[config.mk]
export PLATFORM = sky130hd
export DESIGN_NAME = smas_device_end_flat
export DESIGN_NICKNAME = d
export VERILOG_FILES = /design/src/rtl/smas_pkg.sv /design/src/rtl/smas_if.sv /design/src/rtl/smas_device_end.sv /design/src/flat_wrapper.sv
export SDC_FILE = /design/constraint.sdc
export NUM_CORES = 1
export LEC_CHECK = 0
export BUFFER_PORTS_ARGS = -buffer_cell sky130_fd_sc_hd__buf_2
export CAP_MARGIN = 20
export CORE_ASPECT_RATIO = 0.5
export CORE_UTILIZATION = 50
export CTS_BUF_LIST = sky130_fd_sc_hd__clkbuf_8
export CTS_CLUSTER_DIAMETER = 100
export DETAILED_ROUTE_END_ITERATION = 6
export GPL_ROUTABILITY_DRIVEN = 0
export PLACE_DENSITY = 0.8
export SKIP_LAST_GASP = 1
export SYNTH_ARGS = -nofsm -noshare
export SYNTH_HDL_FRONTEND = slang
export SYNTH_SLANG_ARGS = --single-unit
[constraint.sdc]
create_clock -name clk -period 4.75 [get_ports clk]
set_clock_uncertainty 0.05 [all_clocks]
set_input_delay 0 -clock clk [delete_from_list [all_inputs] [get_ports clk]]
set_output_delay 0 -clock clk [all_outputs]
set_load 0.01 [all_outputs]
[src/rtl/smas_pkg.sv]
// Shared constants, types and decoding for the superframe scheduler link
package smas_pkg;
  localparam int unsigned CLK_PERIOD_NS    = 10;
  localparam int unsigned SLOT_COUNT       = 256;
  localparam logic [7:0]  LAST_SLOT        = 8'hff;
  localparam logic [7:0]  SLOT_ZERO        = 8'h00;
  localparam logic [7:0]  MIN_BP_SLOTS     = 8'h01;
  localparam logic [15:0] ACK_WAIT_CYCLES  = 16'h00c8;
  localparam logic [7:0]  SIFS_CYCLES      = 8'h0a;
  localparam logic [7:0]  PCA_BASE         = 8'h04;
  localparam logic [7:0]  PCA_STEP         = 8'h02;
  localparam logic [2:0]  BEACON_PAYLOAD_RATE = 3'h0;
  localparam logic [2:0]  ROBUST_HDR_RATE  = 3'h0;
  localparam logic [7:0]  BMAP_ZERO        = 8'h00;

  typedef enum logic [1:0] {
    SMAS_MODE_PEER   = 2'b00,
    SMAS_MODE_MASTER = 2'b01,
    SMAS_MODE_SLAVE  = 2'b10
  } smas_mode_t;

  typedef enum logic [1:0] {
    SMAS_K_BEACON = 2'b00,
    SMAS_K_DATA   = 2'b01,
    SMAS_K_ACK    = 2'b10,
    SMAS_K_BAR    = 2'b11
  } smas_kind_t;

  typedef enum logic [1:0] {
    SMAS_ACK_NONE  = 2'b00,
    SMAS_ACK_IMM   = 2'b01,
    SMAS_ACK_BLOCK = 2'b10
  } smas_ackp_t;

  typedef enum logic [1:0] {
    SMAS_SC_IDLE = 2'b00,
    SMAS_SC_SCAN = 2'b01,
    SMAS_SC_RUN  = 2'b10
  } smas_sched_t;

  typedef enum logic [2:0] {
    SMAS_TX_IDLE = 3'b000,
    SMAS_TX_WAIT = 3'b001,
    SMAS_TX_ACK  = 3'b010,
    SMAS_TX_BAR  = 3'b011
  } smas_tx_t;

  // Slot s lies in the wrapping window [st, st+len)
  function automatic logic smas_in_range(input logic [7:0] s, input logic [7:0] st,
                                         input logic [7:0] len);
    logic [7:0] d;
    d = s - st;
    return (len != SLOT_ZERO) && (d < len);
  endfunction
endpackage

[src/rtl/smas_if.sv]
// Shared radio channel between the scheduler and a far MAC entity
`timescale 1ns/1ps
`default_nettype none
interface smas_if;
  import smas_pkg::*;
  logic        d_valid;
  smas_kind_t  d_kind;
  logic [3:0]  d_chan;
  logic [7:0]  d_slot;
  logic [11:0] d_seq;
  logic [3:0]  d_frag;
  smas_ackp_t  d_ackp;
  logic [2:0]  d_hrate;
  logic [2:0]  d_prate;
  logic [7:0]  d_rsv_st;
  logic [7:0]  d_rsv_len;
  logic        d_rx_on;
  logic        f_valid;
  smas_kind_t  f_kind;
  logic [3:0]  f_chan;
  logic [7:0]  f_slot;
  logic [11:0] f_seq;
  logic        f_master;
  logic [7:0]  f_bmap;
  logic        f_rx_on;
  modport dev (output d_valid, d_kind, d_chan, d_slot, d_seq, d_frag, d_ackp, d_hrate,
               d_prate, d_rsv_st, d_rsv_len, d_rx_on,
               input f_valid, f_kind, f_chan, f_slot, f_seq, f_master, f_bmap, f_rx_on);
  modport far (input d_valid, d_kind, d_chan, d_slot, d_seq, d_frag, d_ackp, d_hrate,
               d_prate, d_rsv_st, d_rsv_len, d_rx_on,
               output f_valid, f_kind, f_chan, f_slot, f_seq, f_master, f_bmap, f_rx_on);
endinterface
`default_nettype wire

[src/rtl/smas_device_end.sv]
// Superframe timing and medium-access scheduler of the local MAC entity
`timescale 1ns/1ps
`default_nettype none
module smas_device_end
  import smas_pkg::*;
#(
  parameter int unsigned SLOT_DURATION_NS = 256000
) (
  input  wire logic       clk,
  input  wire logic       arst_n,
  input  wire logic       enable,
  input  wire smas_mode_t mode,
  input  wire logic       promote,
  input  wire logic [3:0] chan_sel,
  input  wire logic       incumbent,
  input  wire logic [7:0] beacon_slots,
  input  wire logic [7:0] own_slot,
  input  wire logic [7:0] rsw_slots,
  input  wire logic [7:0] csw_slots,
  input  wire logic [7:0] quiet_start,
  input  wire logic [7:0] quiet_len,
  input  wire logic [7:0] resv_start,
  input  wire logic [7:0] resv_len,
  input  wire logic       resv_member,
  input  wire logic       sleep_req,
  input  wire logic       tx_req,
  input  wire logic       bar_req,
  input  wire logic [11:0] tx_seq,
  input  wire logic [3:0] tx_frag,
  input  wire smas_ackp_t tx_ackp,
  input  wire logic [2:0] tx_rate,
  input  wire logic [2:0] tx_prio,
  input  wire logic [3:0] retry_max,
  output logic [7:0]      slot_num,
  output logic            sf_start,
  output logic            in_bw,
  output logic            in_rsw,
  output logic            in_dtw,
  output logic            in_csw,
  output logic            rx_on,
  output logic            synced,
  output logic            tx_accept,
  output logic            tx_done,
  output logic            tx_fail,
  output logic [7:0]      back_bmap,
  smas_if.dev             lnk
);
  localparam int unsigned SLOT_CYCLES =
    (SLOT_DURATION_NS / CLK_PERIOD_NS < 1) ? 1 : SLOT_DURATION_NS / CLK_PERIOD_NS;

  smas_sched_t sc_reg;
  smas_tx_t    tx_reg;
  logic [31:0] div_reg;
  logic [7:0]  slot_reg;
  logic        new_slot_reg;
  logic        sf_start_reg;
  logic [3:0]  chan_reg;
  logic        alien_vld_reg;
  logic [7:0]  alien_st_reg;
  logic [7:0]  bo_reg;
  logic [15:0] wait_reg;
  logic [3:0]  tries_reg;
  logic        is_bar_reg;
  logic [11:0] seq_reg;
  logic [3:0]  frag_reg;
  smas_ackp_t  ackp_reg;
  logic [2:0]  rate_reg;
  logic        slot_tick, run, beaconing, bcn_seen, bcn_fire;
  logic [7:0]  bp_len;
  logic        quiet, in_resv, in_alien, allowed, send, ack_ok, resp_ok;

  assign slot_tick = (div_reg == SLOT_CYCLES - 1);
  assign run       = (sc_reg == SMAS_SC_RUN);
  // A zero count still keeps one slot for the master's own beacon
  assign bp_len    = (beacon_slots == SLOT_ZERO) ? MIN_BP_SLOTS : beacon_slots;
  assign in_bw     = slot_reg < bp_len;
  assign in_rsw    = (mode != SMAS_MODE_PEER)
                     && smas_in_range(slot_reg, bp_len, rsw_slots);
  assign in_csw    = ({1'b0, slot_reg} + {1'b0, csw_slots}) > {1'b0, LAST_SLOT};
  assign in_dtw    = !in_bw && !in_rsw && !in_csw;
  assign quiet     = smas_in_range(slot_reg, quiet_start, quiet_len);
  assign in_resv   = smas_in_range(slot_reg, resv_start, resv_len);
  assign in_alien  = alien_vld_reg && smas_in_range(slot_reg, alien_st_reg, bp_len);
  assign beaconing = (mode != SMAS_MODE_SLAVE) || promote;
  assign bcn_seen  = lnk.f_valid && (lnk.f_kind == SMAS_K_BEACON)
                     && (lnk.f_chan == chan_reg)
                     && ((mode != SMAS_MODE_SLAVE) || lnk.f_master);
  assign bcn_fire  = run && beaconing && new_slot_reg && in_bw
                     && (slot_reg == own_slot) && !quiet;
  // Data only in the data window, never in a foreign beacon window or quiet period
  assign allowed   = run && in_dtw && !in_alien && !quiet
                     && (!in_resv || resv_member);
  assign send      = (tx_reg == SMAS_TX_WAIT) && allowed && !bcn_fire
                     && ((in_resv && resv_member) || bo_reg == SLOT_ZERO);
  assign resp_ok   = lnk.f_valid && (lnk.f_kind == SMAS_K_ACK) && (lnk.f_seq == seq_reg)
                     && (lnk.f_chan == chan_reg);
  assign ack_ok    = (tx_reg == SMAS_TX_ACK || tx_reg == SMAS_TX_BAR) && resp_ok;
  assign rx_on     = (sc_reg == SMAS_SC_SCAN) || !sleep_req || in_bw || in_csw;
  assign slot_num  = slot_reg;
  assign sf_start  = sf_start_reg;
  assign synced    = run;
  assign tx_accept = (tx_reg == SMAS_TX_IDLE) && run && (tx_req || bar_req);
  assign lnk.d_rx_on = rx_on;

  // Slot timing; an adopted beacon restarts the count at the sender's slot
  always_ff @(posedge clk or negedge arst_n) begin
    if (!arst_n) begin
      div_reg      <= '0;
      slot_reg     <= SLOT_ZERO;
      new_slot_reg <= 1'b0;
      sf_start_reg <= 1'b0;
    end else if (sc_reg == SMAS_SC_SCAN && bcn_seen) begin
      div_reg      <= 32'd1;
      slot_reg     <= lnk.f_slot;
      new_slot_reg <= 1'b0;
      sf_start_reg <= 1'b0;
    end else begin
      new_slot_reg <= slot_tick;
      sf_start_reg <= slot_tick && (slot_reg == LAST_SLOT);
      div_reg      <= slot_tick ? '0 : div_reg + 32'd1;
      if (slot_tick) begin
        slot_reg <= slot_reg + 8'd1;
      end
    end
  end

  always_ff @(posedge clk or negedge arst_n) begin
    if (!arst_n) begin
      sc_reg   <= SMAS_SC_IDLE;
      chan_reg <= 4'h0;
    end else if (!enable) begin
      sc_reg <= SMAS_SC_IDLE;
    end else begin
      case (sc_reg)
        SMAS_SC_IDLE: begin
          chan_reg <= chan_sel;
          sc_reg   <= SMAS_SC_SCAN;
        end
        SMAS_SC_SCAN: begin
          if (bcn_seen) begin
            sc_reg <= SMAS_SC_RUN;
          end else if (sf_start_reg && !incumbent && mode != SMAS_MODE_SLAVE) begin
            sc_reg <= SMAS_SC_RUN;
          end
        end
        SMAS_SC_RUN: sc_reg <= SMAS_SC_RUN;
        default: sc_reg <= SMAS_SC_IDLE;
      endcase
    end
  end

  // A beacon heard off our own slot grid marks a foreign beacon window
  always_ff @(posedge clk or negedge arst_n) begin
    if (!arst_n) begin
      alien_vld_reg <= 1'b0;
      alien_st_reg  <= SLOT_ZERO;
    end else if (!run) begin
      alien_vld_reg <= 1'b0;
    end else if (bcn_seen && lnk.f_slot != slot_reg) begin
      alien_vld_reg <= 1'b1;
      alien_st_reg  <= slot_reg;
    end
  end

  always_ff @(posedge clk or negedge arst_n) begin
    if (!arst_n) begin
      tx_reg     <= SMAS_TX_IDLE;
      bo_reg     <= SLOT_ZERO;
      wait_reg   <= '0;
      tries_reg  <= 4'h0;
      is_bar_reg <= 1'b0;
      seq_reg    <= '0;
      frag_reg   <= 4'h0;
      ackp_reg   <= SMAS_ACK_NONE;
      rate_reg   <= 3'h0;
      back_bmap  <= BMAP_ZERO;
    end else begin
      if (tx_reg == SMAS_TX_WAIT && !(in_resv && resv_member)) begin
        // Busy medium restarts the priority backoff
        if (lnk.f_valid) begin
          bo_reg <= PCA_BASE + PCA_STEP * {5'h00, tx_prio};
        end else if (allowed && bo_reg != SLOT_ZERO) begin
          bo_reg <= bo_reg - 8'd1;
        end
      end
      if (wait_reg != 16'h0000) begin
        wait_reg <= wait_reg - 16'd1;
      end
      case (tx_reg)
        SMAS_TX_IDLE: begin
          if (tx_accept) begin
            is_bar_reg <= bar_req;
            seq_reg    <= tx_seq;
            frag_reg   <= tx_frag;
            ackp_reg   <= tx_ackp;
            rate_reg   <= tx_rate;
            tries_reg  <= 4'h0;
            bo_reg     <= PCA_BASE + PCA_STEP * {5'h00, tx_prio};
            tx_reg     <= SMAS_TX_WAIT;
          end
        end
        SMAS_TX_WAIT: begin
          if (send) begin
            wait_reg <= ACK_WAIT_CYCLES;
            if (is_bar_reg) begin
              tx_reg <= SMAS_TX_BAR;
            end else if (ackp_reg == SMAS_ACK_IMM) begin
              tx_reg <= SMAS_TX_ACK;
            end else begin
              tx_reg <= SMAS_TX_IDLE;
            end
          end
        end
        SMAS_TX_ACK, SMAS_TX_BAR: begin
          if (ack_ok) begin
            if (tx_reg == SMAS_TX_BAR) begin
              back_bmap <= lnk.f_bmap;
            end
            tx_reg <= SMAS_TX_IDLE;
          end else if (wait_reg == 16'h0000) begin
            // Retry up to the limit, then the frame is discarded
            if (tries_reg + 4'd1 >= retry_max) begin
              tx_reg <= SMAS_TX_IDLE;
            end else begin
              tries_reg <= tries_reg + 4'd1;
              bo_reg    <= PCA_BASE + PCA_STEP * {5'h00, tx_prio};
              tx_reg    <= SMAS_TX_WAIT;
            end
          end
        end
        default: tx_reg <= SMAS_TX_IDLE;
      endcase
    end
  end

  always_ff @(posedge clk or negedge arst_n) begin
    if (!arst_n) begin
      tx_done <= 1'b0;
      tx_fail <= 1'b0;
    end else begin
      tx_done <= ack_ok || (send && !is_bar_reg && ackp_reg != SMAS_ACK_IMM);
      tx_fail <= (tx_reg == SMAS_TX_ACK || tx_reg == SMAS_TX_BAR) && !ack_ok
                 && (wait_reg == 16'h0000) && (tries_reg + 4'd1 >= retry_max);
    end
  end

  always_ff @(posedge clk or negedge arst_n) begin
    if (!arst_n) begin
      lnk.d_valid   <= 1'b0;
      lnk.d_kind    <= SMAS_K_BEACON;
      lnk.d_chan    <= 4'h0;
      lnk.d_slot    <= SLOT_ZERO;
      lnk.d_seq     <= '0;
      lnk.d_frag    <= 4'h0;
      lnk.d_ackp    <= SMAS_ACK_NONE;
      lnk.d_hrate   <= ROBUST_HDR_RATE;
      lnk.d_prate   <= BEACON_PAYLOAD_RATE;
      lnk.d_rsv_st  <= SLOT_ZERO;
      lnk.d_rsv_len <= SLOT_ZERO;
    end else begin
      lnk.d_valid   <= bcn_fire || send;
      lnk.d_kind    <= bcn_fire ? SMAS_K_BEACON : (is_bar_reg ? SMAS_K_BAR : SMAS_K_DATA);
      lnk.d_chan    <= chan_reg;
      lnk.d_slot    <= slot_reg;
      lnk.d_seq     <= seq_reg;
      lnk.d_frag    <= frag_reg;
      lnk.d_ackp    <= ackp_reg;
      lnk.d_hrate   <= ROBUST_HDR_RATE;
      lnk.d_prate   <= bcn_fire ? BEACON_PAYLOAD_RATE : rate_reg;
      lnk.d_rsv_st  <= alien_st_reg;
      lnk.d_rsv_len <= alien_vld_reg ? bp_len : SLOT_ZERO;
    end
  end
endmodule
`default_nettype wire

[src/flat_wrapper.sv]
// flat-port wrapper written by rule: the top's interface ports become plain ports
module smas_device_end_flat import smas_pkg::*;
#(
  parameter int unsigned SLOT_DURATION_NS = 256000
)
  (clk, arst_n, enable, mode, promote, chan_sel, incumbent, beacon_slots, own_slot, rsw_slots, csw_slots, quiet_start, quiet_len, resv_start, resv_len, resv_member, sleep_req, tx_req, bar_req, tx_seq, tx_frag, tx_ackp, tx_rate, tx_prio, retry_max, slot_num, sf_start, in_bw, in_rsw, in_dtw, in_csw, rx_on, synced, tx_accept, tx_done, tx_fail, back_bmap, lnk_d_valid, lnk_d_kind, lnk_d_chan, lnk_d_slot, lnk_d_seq, lnk_d_frag, lnk_d_ackp, lnk_d_hrate, lnk_d_prate, lnk_d_rsv_st, lnk_d_rsv_len, lnk_d_rx_on, lnk_f_valid, lnk_f_kind, lnk_f_chan, lnk_f_slot, lnk_f_seq, lnk_f_master, lnk_f_bmap, lnk_f_rx_on);
  smas_if lnk_i ();
  input  wire logic clk;
  input  wire logic arst_n;
  input  wire logic enable;
  input  wire smas_mode_t mode;
  input  wire logic promote;
  input  wire logic [3:0] chan_sel;
  input  wire logic incumbent;
  input  wire logic [7:0] beacon_slots;
  input  wire logic [7:0] own_slot;
  input  wire logic [7:0] rsw_slots;
  input  wire logic [7:0] csw_slots;
  input  wire logic [7:0] quiet_start;
  input  wire logic [7:0] quiet_len;
  input  wire logic [7:0] resv_start;
  input  wire logic [7:0] resv_len;
  input  wire logic resv_member;
  input  wire logic sleep_req;
  input  wire logic tx_req;
  input  wire logic bar_req;
  input  wire logic [11:0] tx_seq;
  input  wire logic [3:0] tx_frag;
  input  wire smas_ackp_t tx_ackp;
  input  wire logic [2:0] tx_rate;
  input  wire logic [2:0] tx_prio;
  input  wire logic [3:0] retry_max;
  output logic [7:0] slot_num;
  output logic sf_start;
  output logic in_bw;
  output logic in_rsw;
  output logic in_dtw;
  output logic in_csw;
  output logic rx_on;
  output logic synced;
  output logic tx_accept;
  output logic tx_done;
  output logic tx_fail;
  output logic [7:0] back_bmap;
  output wire logic [$bits(lnk_i.d_valid)-1:0] lnk_d_valid;
  output wire logic [$bits(lnk_i.d_kind)-1:0] lnk_d_kind;
  output wire logic [$bits(lnk_i.d_chan)-1:0] lnk_d_chan;
  output wire logic [$bits(lnk_i.d_slot)-1:0] lnk_d_slot;
  output wire logic [$bits(lnk_i.d_seq)-1:0] lnk_d_seq;
  output wire logic [$bits(lnk_i.d_frag)-1:0] lnk_d_frag;
  output wire logic [$bits(lnk_i.d_ackp)-1:0] lnk_d_ackp;
  output wire logic [$bits(lnk_i.d_hrate)-1:0] lnk_d_hrate;
  output wire logic [$bits(lnk_i.d_prate)-1:0] lnk_d_prate;
  output wire logic [$bits(lnk_i.d_rsv_st)-1:0] lnk_d_rsv_st;
  output wire logic [$bits(lnk_i.d_rsv_len)-1:0] lnk_d_rsv_len;
  output wire logic [$bits(lnk_i.d_rx_on)-1:0] lnk_d_rx_on;
  input wire logic [$bits(lnk_i.f_valid)-1:0] lnk_f_valid;
  input wire logic [$bits(lnk_i.f_kind)-1:0] lnk_f_kind;
  input wire logic [$bits(lnk_i.f_chan)-1:0] lnk_f_chan;
  input wire logic [$bits(lnk_i.f_slot)-1:0] lnk_f_slot;
  input wire logic [$bits(lnk_i.f_seq)-1:0] lnk_f_seq;
  input wire logic [$bits(lnk_i.f_master)-1:0] lnk_f_master;
  input wire logic [$bits(lnk_i.f_bmap)-1:0] lnk_f_bmap;
  input wire logic [$bits(lnk_i.f_rx_on)-1:0] lnk_f_rx_on;
  assign lnk_d_valid = lnk_i.d_valid;
  assign lnk_d_kind = lnk_i.d_kind;
  assign lnk_d_chan = lnk_i.d_chan;
  assign lnk_d_slot = lnk_i.d_slot;
  assign lnk_d_seq = lnk_i.d_seq;
  assign lnk_d_frag = lnk_i.d_frag;
  assign lnk_d_ackp = lnk_i.d_ackp;
  assign lnk_d_hrate = lnk_i.d_hrate;
  assign lnk_d_prate = lnk_i.d_prate;
  assign lnk_d_rsv_st = lnk_i.d_rsv_st;
  assign lnk_d_rsv_len = lnk_i.d_rsv_len;
  assign lnk_d_rx_on = lnk_i.d_rx_on;
  assign lnk_i.f_valid = lnk_f_valid;
  assign lnk_i.f_kind = lnk_f_kind;
  assign lnk_i.f_chan = lnk_f_chan;
  assign lnk_i.f_slot = lnk_f_slot;
  assign lnk_i.f_seq = lnk_f_seq;
  assign lnk_i.f_master = lnk_f_master;
  assign lnk_i.f_bmap = lnk_f_bmap;
  assign lnk_i.f_rx_on = lnk_f_rx_on;
  smas_device_end #(.SLOT_DURATION_NS(SLOT_DURATION_NS)) u_core (.clk(clk), .arst_n(arst_n), .enable(enable), .mode(mode), .promote(promote), .chan_sel(chan_sel), .incumbent(incumbent), .beacon_slots(beacon_slots), .own_slot(own_slot), .rsw_slots(rsw_slots), .csw_slots(csw_slots), .quiet_start(quiet_start), .quiet_len(quiet_len), .resv_start(resv_start), .resv_len(resv_len), .resv_member(resv_member), .sleep_req(sleep_req), .tx_req(tx_req), .bar_req(bar_req), .tx_seq(tx_seq), .tx_frag(tx_frag), .tx_ackp(tx_ackp), .tx_rate(tx_rate), .tx_prio(tx_prio), .retry_max(retry_max), .slot_num(slot_num), .sf_start(sf_start), .in_bw(in_bw), .in_rsw(in_rsw), .in_dtw(in_dtw), .in_csw(in_csw), .rx_on(rx_on), .synced(synced), .tx_accept(tx_accept), .tx_done(tx_done), .tx_fail(tx_fail), .back_bmap(back_bmap), .lnk(lnk_i));
endmodule
======== After elaboration in Yosys (flattened, before gate mapping) ========
Cells that the tools add are included.
cells by class
  add/sub/neg operators ................... 11
  order comparisons ....................... 7
  equality and inequality tests ........... 23
  muxes and demuxes ....................... 41
  reduce and logical (&&, ||, !) cells .... 87
operator list
  operator                                                                          number
  8-bit two-way mux                                                                 11
  32-bit two-way mux                                                                2
  16-bit two-way mux                                                                3
  1-bit logical AND                                                                 42
  8-bit less-than comparator                                                        5
  8-bit nonzero test                                                                5
  32-bit by 1-bit adder with 32-bit output (second input constant)                  1
  32-bit by 15-bit == test with 1-bit output (second input constant)                1
  8-bit subtractor                                                                  4
  3-bit two-way mux                                                                 6
  16-bit zero test                                                                  1
  8-bit zero test                                                                   2
  4-bit two-way mux                                                                 4
  8-bit case mux with 2 select lines                                                1
  16-bit nonzero test                                                               1
  16-bit by 1-bit subtractor with 16-bit output (second input constant)             1
  12-bit == test                                                                    1
  1-bit zero test                                                                   12
  2-bit two-way mux                                                                 6
  1-bit logical OR                                                                  11
  2-bit inequality test (second input constant)                                     5
  8-bit by 8-bit adder with 9-bit output                                            1
  9-bit by 8-bit greater-than comparator with 1-bit output (second input constant)  1
  3-bit case mux with 3 select lines                                                1
  26 further kinds                                                                  41
word-level totals
  bits in registers ....................... 172
  bits of input ports ..................... 144
  output and inout port bits .............. 82
  logic and storage cells ................. 199

======== Depth between registers and ports, before layout ========
Gate-level depths: netlist of the first run.
  depth in word-level cells ............... 21
  depth in mapped cells ................... 19
  depth with buffers taken out ............ 18

======== Least setup slack after synthesis of the first run ========
OpenSTA, ideal clock, no wires.
  path kind ............................... in2reg
  from .................................... in beacon_slots[3]
  to ...................................... reg u_core.bo_reg[2]
  library setup time ...................... 0.126 ns
  arrival time ............................ 3.886 ns
  required time ........................... 4.574 ns
  path slack .............................. 0.688 ns
  stages .................................. 18
  buffers on the path ..................... 0
  cell sequence ........................... or4_1 > o41ai_1 > ha_1 > inv_1 > fa_1 > nand3_1 > a21boi_0 > o21a_1 > nor2_1 > xnor2_1 > ha_1 > a21oi_1 > o22ai_1 > a211oi_1 > a2111oi_4 > nor4b_4 > and3_1 > a311o_1
between the ends
  word-level cells in the longest chain between the ends .. 21
  elaborated cells between the ends (all ways) .. 29
  classes of those cells .................. add/sub: 1; order compare: 3; mux: 9; reduce/logical: 16
ends and longest elaborated chain
  what                                    line                    source
  start: declaration                      flat_wrapper.sv:15      input wire logic [7:0] beacon_slots;
  8-bit zero test                         smas_device_end.sv:75   assign bp_len = (beacon_slots == SLOT_ZERO) ? MIN_BP_SLOTS : beacon_slots;
  8-bit two-way mux (*)                   smas_device_end.sv:75
  8-bit subtractor (*)                    smas_pkg.sv:52          d = s - st;
  8-bit less-than comparator (*)          smas_pkg.sv:53          return (len != SLOT_ZERO) && (d < len);
  1-bit logical AND (*)                   smas_pkg.sv:53
  1-bit logical AND (*)                   smas_device_end.sv:78   && smas_in_range(slot_reg, bp_len, rsw_slots);
  via in_rsw                              flat_wrapper.sv:36      output logic in_rsw;
  1-bit zero test (*)                     smas_device_end.sv:80   assign in_dtw = !in_bw && !in_rsw && !in_csw;
  [... 6 more ...]                        n/a
  1-bit logical AND (*)                   smas_device_end.sv:182  end else if (allowed && bo_reg != SLOT_ZERO) begin
  8-bit two-way mux (*)                   smas_device_end.sv:182
  8-bit two-way mux (*)                   smas_device_end.sv:180  if (lnk.f_valid) begin
  8-bit two-way mux (*)                   smas_device_end.sv:178  if (tx_reg == SMAS_TX_WAIT && !(in_resv && resv_member)) begin
  8-bit two-way mux                       smas_device_end.sv:222  if (tries_reg + 4'd1 >= retry_max) begin
  8-bit two-way mux                       smas_device_end.sv:220  end else if (wait_reg == 16'h0000) begin
  8-bit two-way mux                       smas_device_end.sv:215  if (ack_ok) begin
  8-bit case mux with 2 select lines (*)  smas_device_end.sv:189  case (tx_reg)
  end signal: assignment                  smas_device_end.sv:183  bo_reg <= bo_reg - 8'd1;
  end signal: assignment                  smas_device_end.sv:198  bo_reg <= PCA_BASE + PCA_STEP * {5'h00, tx_prio};
  end signal: assignment                  smas_device_end.sv:226  bo_reg <= PCA_BASE + PCA_STEP * {5'h00, tx_prio};
  end: declaration                        smas_device_end.sv:60   logic [7:0] bo_reg;
The timed path passes the listed nets; every way through them passes the cells marked *.
A chain may end at the register's enable or synchronous reset.

======== Worst setup path in the final report of the first run ========
  from .................................... in beacon_slots[3]
  to ...................................... reg u_core.bo_reg[2]
between the ends
  word-level cells in the longest chain between the ends .. 21
  elaborated cells between the ends (all ways) .. 29
  classes of those cells .................. add/sub: 1; order compare: 3; mux: 9; reduce/logical: 16
ends and longest elaborated chain
  what                                    line
  8-bit zero test                         smas_device_end.sv:75
  8-bit two-way mux (*)                   smas_device_end.sv:75
  8-bit subtractor                        smas_pkg.sv:52
  8-bit less-than comparator              smas_pkg.sv:53
  1-bit logical AND                       smas_pkg.sv:53
  1-bit logical AND                       smas_device_end.sv:78
  1-bit zero test                         smas_device_end.sv:80
  1-bit logical AND (2 in a row)          smas_device_end.sv:80
  [... 4 more ...]                        n/a
  1-bit logical AND (*)                   smas_device_end.sv:182
  8-bit two-way mux (*)                   smas_device_end.sv:182
  8-bit two-way mux (*)                   smas_device_end.sv:180
  8-bit two-way mux (*)                   smas_device_end.sv:178
  8-bit two-way mux                       smas_device_end.sv:222
  8-bit two-way mux                       smas_device_end.sv:220
  8-bit two-way mux                       smas_device_end.sv:215
  8-bit case mux with 2 select lines (*)  smas_device_end.sv:189
Every way passes the cells marked *; elsewhere a longest branch is shown, timed or not.

==> run summary, run 1 <==
Slew HR = 0.345
TritonCTS Buffers = 17
Vert. Die Dim = 100 um
number of global-route vias before repair = 8346
Hold Crit Class = input pin to asynchronous set/reset pin
number of synthesized register bits = 171
Routed Antenna Nets = 0
Worst Path Required = 5040 ps
Vias per Instance = 5.36
Ports = 226
Gate Count Post-Synth = 929
EDFF count, synth = 0
Worst Setup End Kind = flip-flop
worst skew pair latency = 470 ps
Final Slew Violations = 0
PD cells = 463 nW/um^2
Startpoint Class = input pin
warnings from Yosys = 0
Async SR Flop Fraction = 1.00
CP arrival = 4830 ps
Worst Slack Setup Final = 216 ps
Buffers on Ports = 221
clk sinks = 171
leading cell type in the layout, fill and taps excluded = buf_2
clock root buffer = clkbuf_8
Worst-Margin Slew = 969 ps
Setup TNS = 0 ps
first-pass detailed-route iteration total = 6
# rows = 35
Syn Area/Cell = 10.4 sq um
synth unique cells = 74
global route overflow = 0
core area = 18700 sq um
die footprint = 19900 sq um
Post-route DRC = 0
final setup fails = 0
Crit Path Max Fanout = 4
fin nets = 1455
vias = 8030
Total GRT Usage = 0.263
LEAKAGE = 5.89 nW
Max VDD drop = 0.227 mV
Util after Layout = 0.654
first-pass GRT wire length = 40600 um
Placement Cell Area = 11100 sq um
clk slew on worst S/H paths = 100 ps
minimum clock period = 4530 ps
ratio of final minimum period to clock period = 0.955
total of max-cap violations = 0
design area = 12200 sq um
Total Power = 5.65 mW
Mapped Area = 9640 sq um
pin count of the biggest net entering global routing = 64
max reg flops = 32
DP HPWL = 18200 um
Starting Density = 0.517
DRT iter0 DRCs = 538
Total Wirelength = 25400 um
H-tree Lvls = 4
clock buffer depth = 2
Peak Freq = 221 MHz
synthesis-to-layout area growth = 26.5%
diode count = 0
final hold vios = 0
critical path class = input pin to flip-flop
antenna violations before repair = 0
status = complete, no violations
layout cells sized above 1 = 0.265
dpl ws = 293 ps
most frequent cells in the layout = buf_2, dfrtp_1, nor2_1, inv_1, ha_1
TritonCTS clock tree = yes
DR WL/cell = 17.0 um
Chip Width = 198 um
ys flop type = dfrtp_1
register area share after synthesis = 0.444
-- synthesized netlist by cell type, types with 15 or more instances --
master	number	area [sq um]
a21oi_1	45	225
and2_1	17	106
and3_1	15	93.8
clkbuf_1	15	56.3
dfrtp_1	171	4280
ha_1	79	988
inv_1	81	304
mux2_2	36	405
nand2_1	48	180
nand3_1	21	105
nand4_1	16	100
nor2_1	85	319
nor4_1	20	125
o21ai_0	34	170
xnor2_1	56	490
xor2_1	49	429
-- routing by layer --
metal  GRT usage  routed length [um]
met1       0.307               10500
met2       0.476               13100
met3      0.0521                1180
met4       0.109                 734
met5           0                   0
-- stage by stage --
stage,instances,hold WS (ps)
2_1_floorplan,931,-346
3_3_place_gp,1399,-49.0
3_5_place_dp,1399,-38.2
4_1_cts,1496,25.2
5_1_grt,1498,43.7
6_report,1498,23.2
-- power breakdown --
part	internal (mW)	switching, mW	leakage (nW)
registers	1.85	0.328	2.06
logic	1.08	1.22	3.61
clock network	0.584	0.580	0.218
total	3.52	2.13	5.89
-- final timing paths --
path / slack, ps / end / cells past startpoint / startpoint
max in group asynchronous: 3440 / u_core.div_reg[18] / 3 / arst_n
min: 20 / u_core.back_bmap[3] / 2 / arst_n
min in group clk: 120 / u_core.bo_reg[3] / 6 / resv_member
min reg2reg: 340 / u_core.lnk.d_rsv_st[2] / 0 / u_core.alien_st_reg[2]
max: 220 / u_core.bo_reg[2] / 20 / beacon_slots[3]
max reg2reg: 410 / u_core.bo_reg[2] / 18 / u_core.slot_num[0]
-- cells by family after synthesis --
| kind of cell | Yosys count | synth area share |
|---|---|---|
| buf+inv | 106 | 0.0445 |
| flops | 171 | 0.444 |
| simple gates | 285 | 0.162 |
| compound gates | 135 | 0.0919 |
| fa+ha+maj | 84 | 0.113 |
| xor+xnor | 105 | 0.0954 |
| other cells | 1 | 0.000389 |
| mux | 42 | 0.0488 |
-- area by class of cell --
cell class	instances	area, sq um
fillers	1420	6450
clock buffers	17	234
multi-input cells	654	4960
clock inverters	14	215
inverters	82	308
repair buffers	301	1880
flip-flops and latches	171	4280
well taps	259	324
-- worst max-delay path, cell delays in order --
cell and delay [ps]:
dlygate4sd3_1 550, buf_2 140, or4_1 580, o41ai_2 260, ha_1 200, inv_1 60, fa_1 410, nand3_1 110
a21boi_0 140, o21a_1 200, nor2_1 110, xnor2_1 80, ha_1 300, nand3_1 120, o22ai_1 190, a211oi_2 110
a2111oi_4 410, nor4b_4 310, o21ai_0 140, a311o_1 400
-- repair_timing --
action                     in CTS  in global routing
hold buffers                   66                  0
hold endpoints to repair      119                  0
resized for setup               0                  2
setup buffers                   0                  2
setup endpoints to repair       0                 20
Note: power is estimated with default switching activity, not from simulation.
==> run 2, diff against run 1 <==
- CORE_ASPECT_RATIO: 0.5 -> 0.8
- CORE_MARGIN: not set -> 4
- CTS_CLUSTER_SIZE: not set -> 14
==> run 2 against run 1 <==
  * Global-route usage fell by 2.9 points
  * Flip-flop and latch count did not move
  * Final cell count rose by 0.13%
  * Utilization fell by 1.4 points
  * Largest cell class unchanged
  * Highest routed layer unchanged
  * Combinational power decreased by 2%
==> run summary, run 2 (synthesis gave the netlist of run 1 again) <==
most frequent cells in the layout = buf_2, dfrtp_1, nor2_1, inv_1, ha_1
Chip Width = 163 um
Total Wirelength = 25100 um
Max VDD drop = 0.228 mV
Worst-Margin Slew = 788 ps
first-pass GRT wire length = 40500 um
final hold vios = 0
H-tree Lvls = 4
Crit Path Max Fanout = 4
DR WL/cell = 16.7 um
Slew HR = 0.471
Vert. Die Dim = 132 um
Routed Antenna Nets = 0
clk sinks = 171
CP arrival = 4820 ps
max reg flops = 32
TritonCTS clock tree = yes
clk slew on worst S/H paths = 100 ps
layout cells sized above 1 = 0.268
clock root buffer = clkbuf_8
TritonCTS Buffers = 17
number of global-route vias before repair = 7925
flop-to-flop setup slack = 360 ps
DP HPWL = 18500 um
synthesis-to-layout area growth = 25.9%
Vias per Instance = 5.28
Worst Setup End Kind = flip-flop
pin count of the biggest net entering global routing = 90
critical path class = input pin to flip-flop
Util after Layout = 0.640
Buffers on Ports = 221
minimum clock period = 4530 ps
vias = 7920
Worst Path Required = 5050 ps
leading cell type in the layout, fill and taps excluded = buf_2
worst skew pair latency = 460 ps
Total GRT Usage = 0.234
Final Slew Violations = 0
Peak Freq = 221 MHz
ratio of final minimum period to clock period = 0.953
DRT iter0 DRCs = 534
Ports = 226
Fillers = 1483
Post-route DRC = 0
antenna violations before repair = 1
Total Power = 5.49 mW
# rows = 45
Startpoint Class = input pin
LEAKAGE = 5.88 nW
fin nets = 1456
first-pass detailed-route iteration total = 5
core area = 19000 sq um
clock buffer depth = 2
dpl ws = 192 ps
Hold Crit Class = input pin to flip-flop
total of max-cap violations = 0
die footprint = 21600 sq um
Starting Density = 0.508
Worst Slack Setup Final = 223 ps
global route overflow = 0
status = complete, no violations
final setup fails = 0
PD cells = 452 nW/um^2
==> run 2: cell types whose count changed in the layout (fill, tap and decap cells not counted), sizes merged <==
cell,before,now
diode,0,1
bufinv,4,0
dlygate4sd3,66,64
buf,235,238
clkbuf,17,18
clkinv,5,4
clkinvlp,2,0
inv,85,92
==> run 2: metrics by stage <==
step | instance area (sq um) | hold slack (ps) | std cells | TNS, ps
finish | 12100 | 87.5 | 1500 | 0
global placement | 11100 | 69.1 | 1399 | 0
detailed placement | 11100 | 70.0 | 1399 | 0
CTS | 12100 | 63.5 | 1495 | 0
floorplan | 9650 | -346 | 931 | 0
global route | 12100 | 89.9 | 1500 | -2.98
==> run 2: layout make-up <==
type,instances,area [sq um],share of cell area
clock inverter,14,143,0.0117
clock buffer,18,248,0.0204
tap,258,323,0.0266
multi-input combinational,654,4960,0.408
antenna,1,2.50,0.000206
sequential,171,4280,0.352
inverter,82,308,0.0254
timing repair buffer,302,1880,0.155
==> run 2: worst max-delay path, stage by stage <==
cell and delay (ps):
dlygate4sd3_1 540, buf_2 150, or4_1 550, o41ai_2 270
ha_1 200, inv_1 50, fa_1 400, nand3_1 110
a21boi_0 160, o21a_1 220, nor2_1 150, xnor2_1 90
ha_1 290, nand3_1 100, o22ai_1 130, a211oi_1 70
buf_4 160, a2111oi_4 370, nor4b_4 310, o21ai_0 120
a311o_1 390
==> run 2: path summary, 6_finish.rpt <==
path,startpoint,end,depth (start not counted)
worst max-delay path,beacon_slots[2],u_core.bo_reg[2],21
worst min-delay path,resv_member,u_core.bo_reg[3],6
worst max register to register,u_core.slot_num[0],u_core.bo_reg[1],20
worst min register to register,u_core.alien_st_reg[2],u_core.lnk.d_rsv_st[2],0
max in group asynchronous,arst_n,u_core.div_reg[19],3
min in group asynchronous,arst_n,u_core.back_bmap[1],2
==> run 2: what timing repair did <==
item	4_1_cts	5_1_grt
setup endpoints to repair	0	6
resized for setup	0	2
hold buffers	64	0
endpoints found under the hold margin	145	0
setup buffers	0	4
==> run 2: report_power, final <==
group | internal, mW | switching, mW | leakage (nW)
logic | 1.08 | 1.18 | 3.62
registers | 1.85 | 0.353 | 2.06
clock network | 0.409 | 0.611 | 0.202
==> run 2: metal layers <==
metal,global-route usage,vias to the layer above,wire length (um)
met3,0.0528,40,1270
met1,0.327,3868,11400
met2,0.368,213,11900
li1,-,3799,-
met4,0.0671,0,494
met5,0,-,0
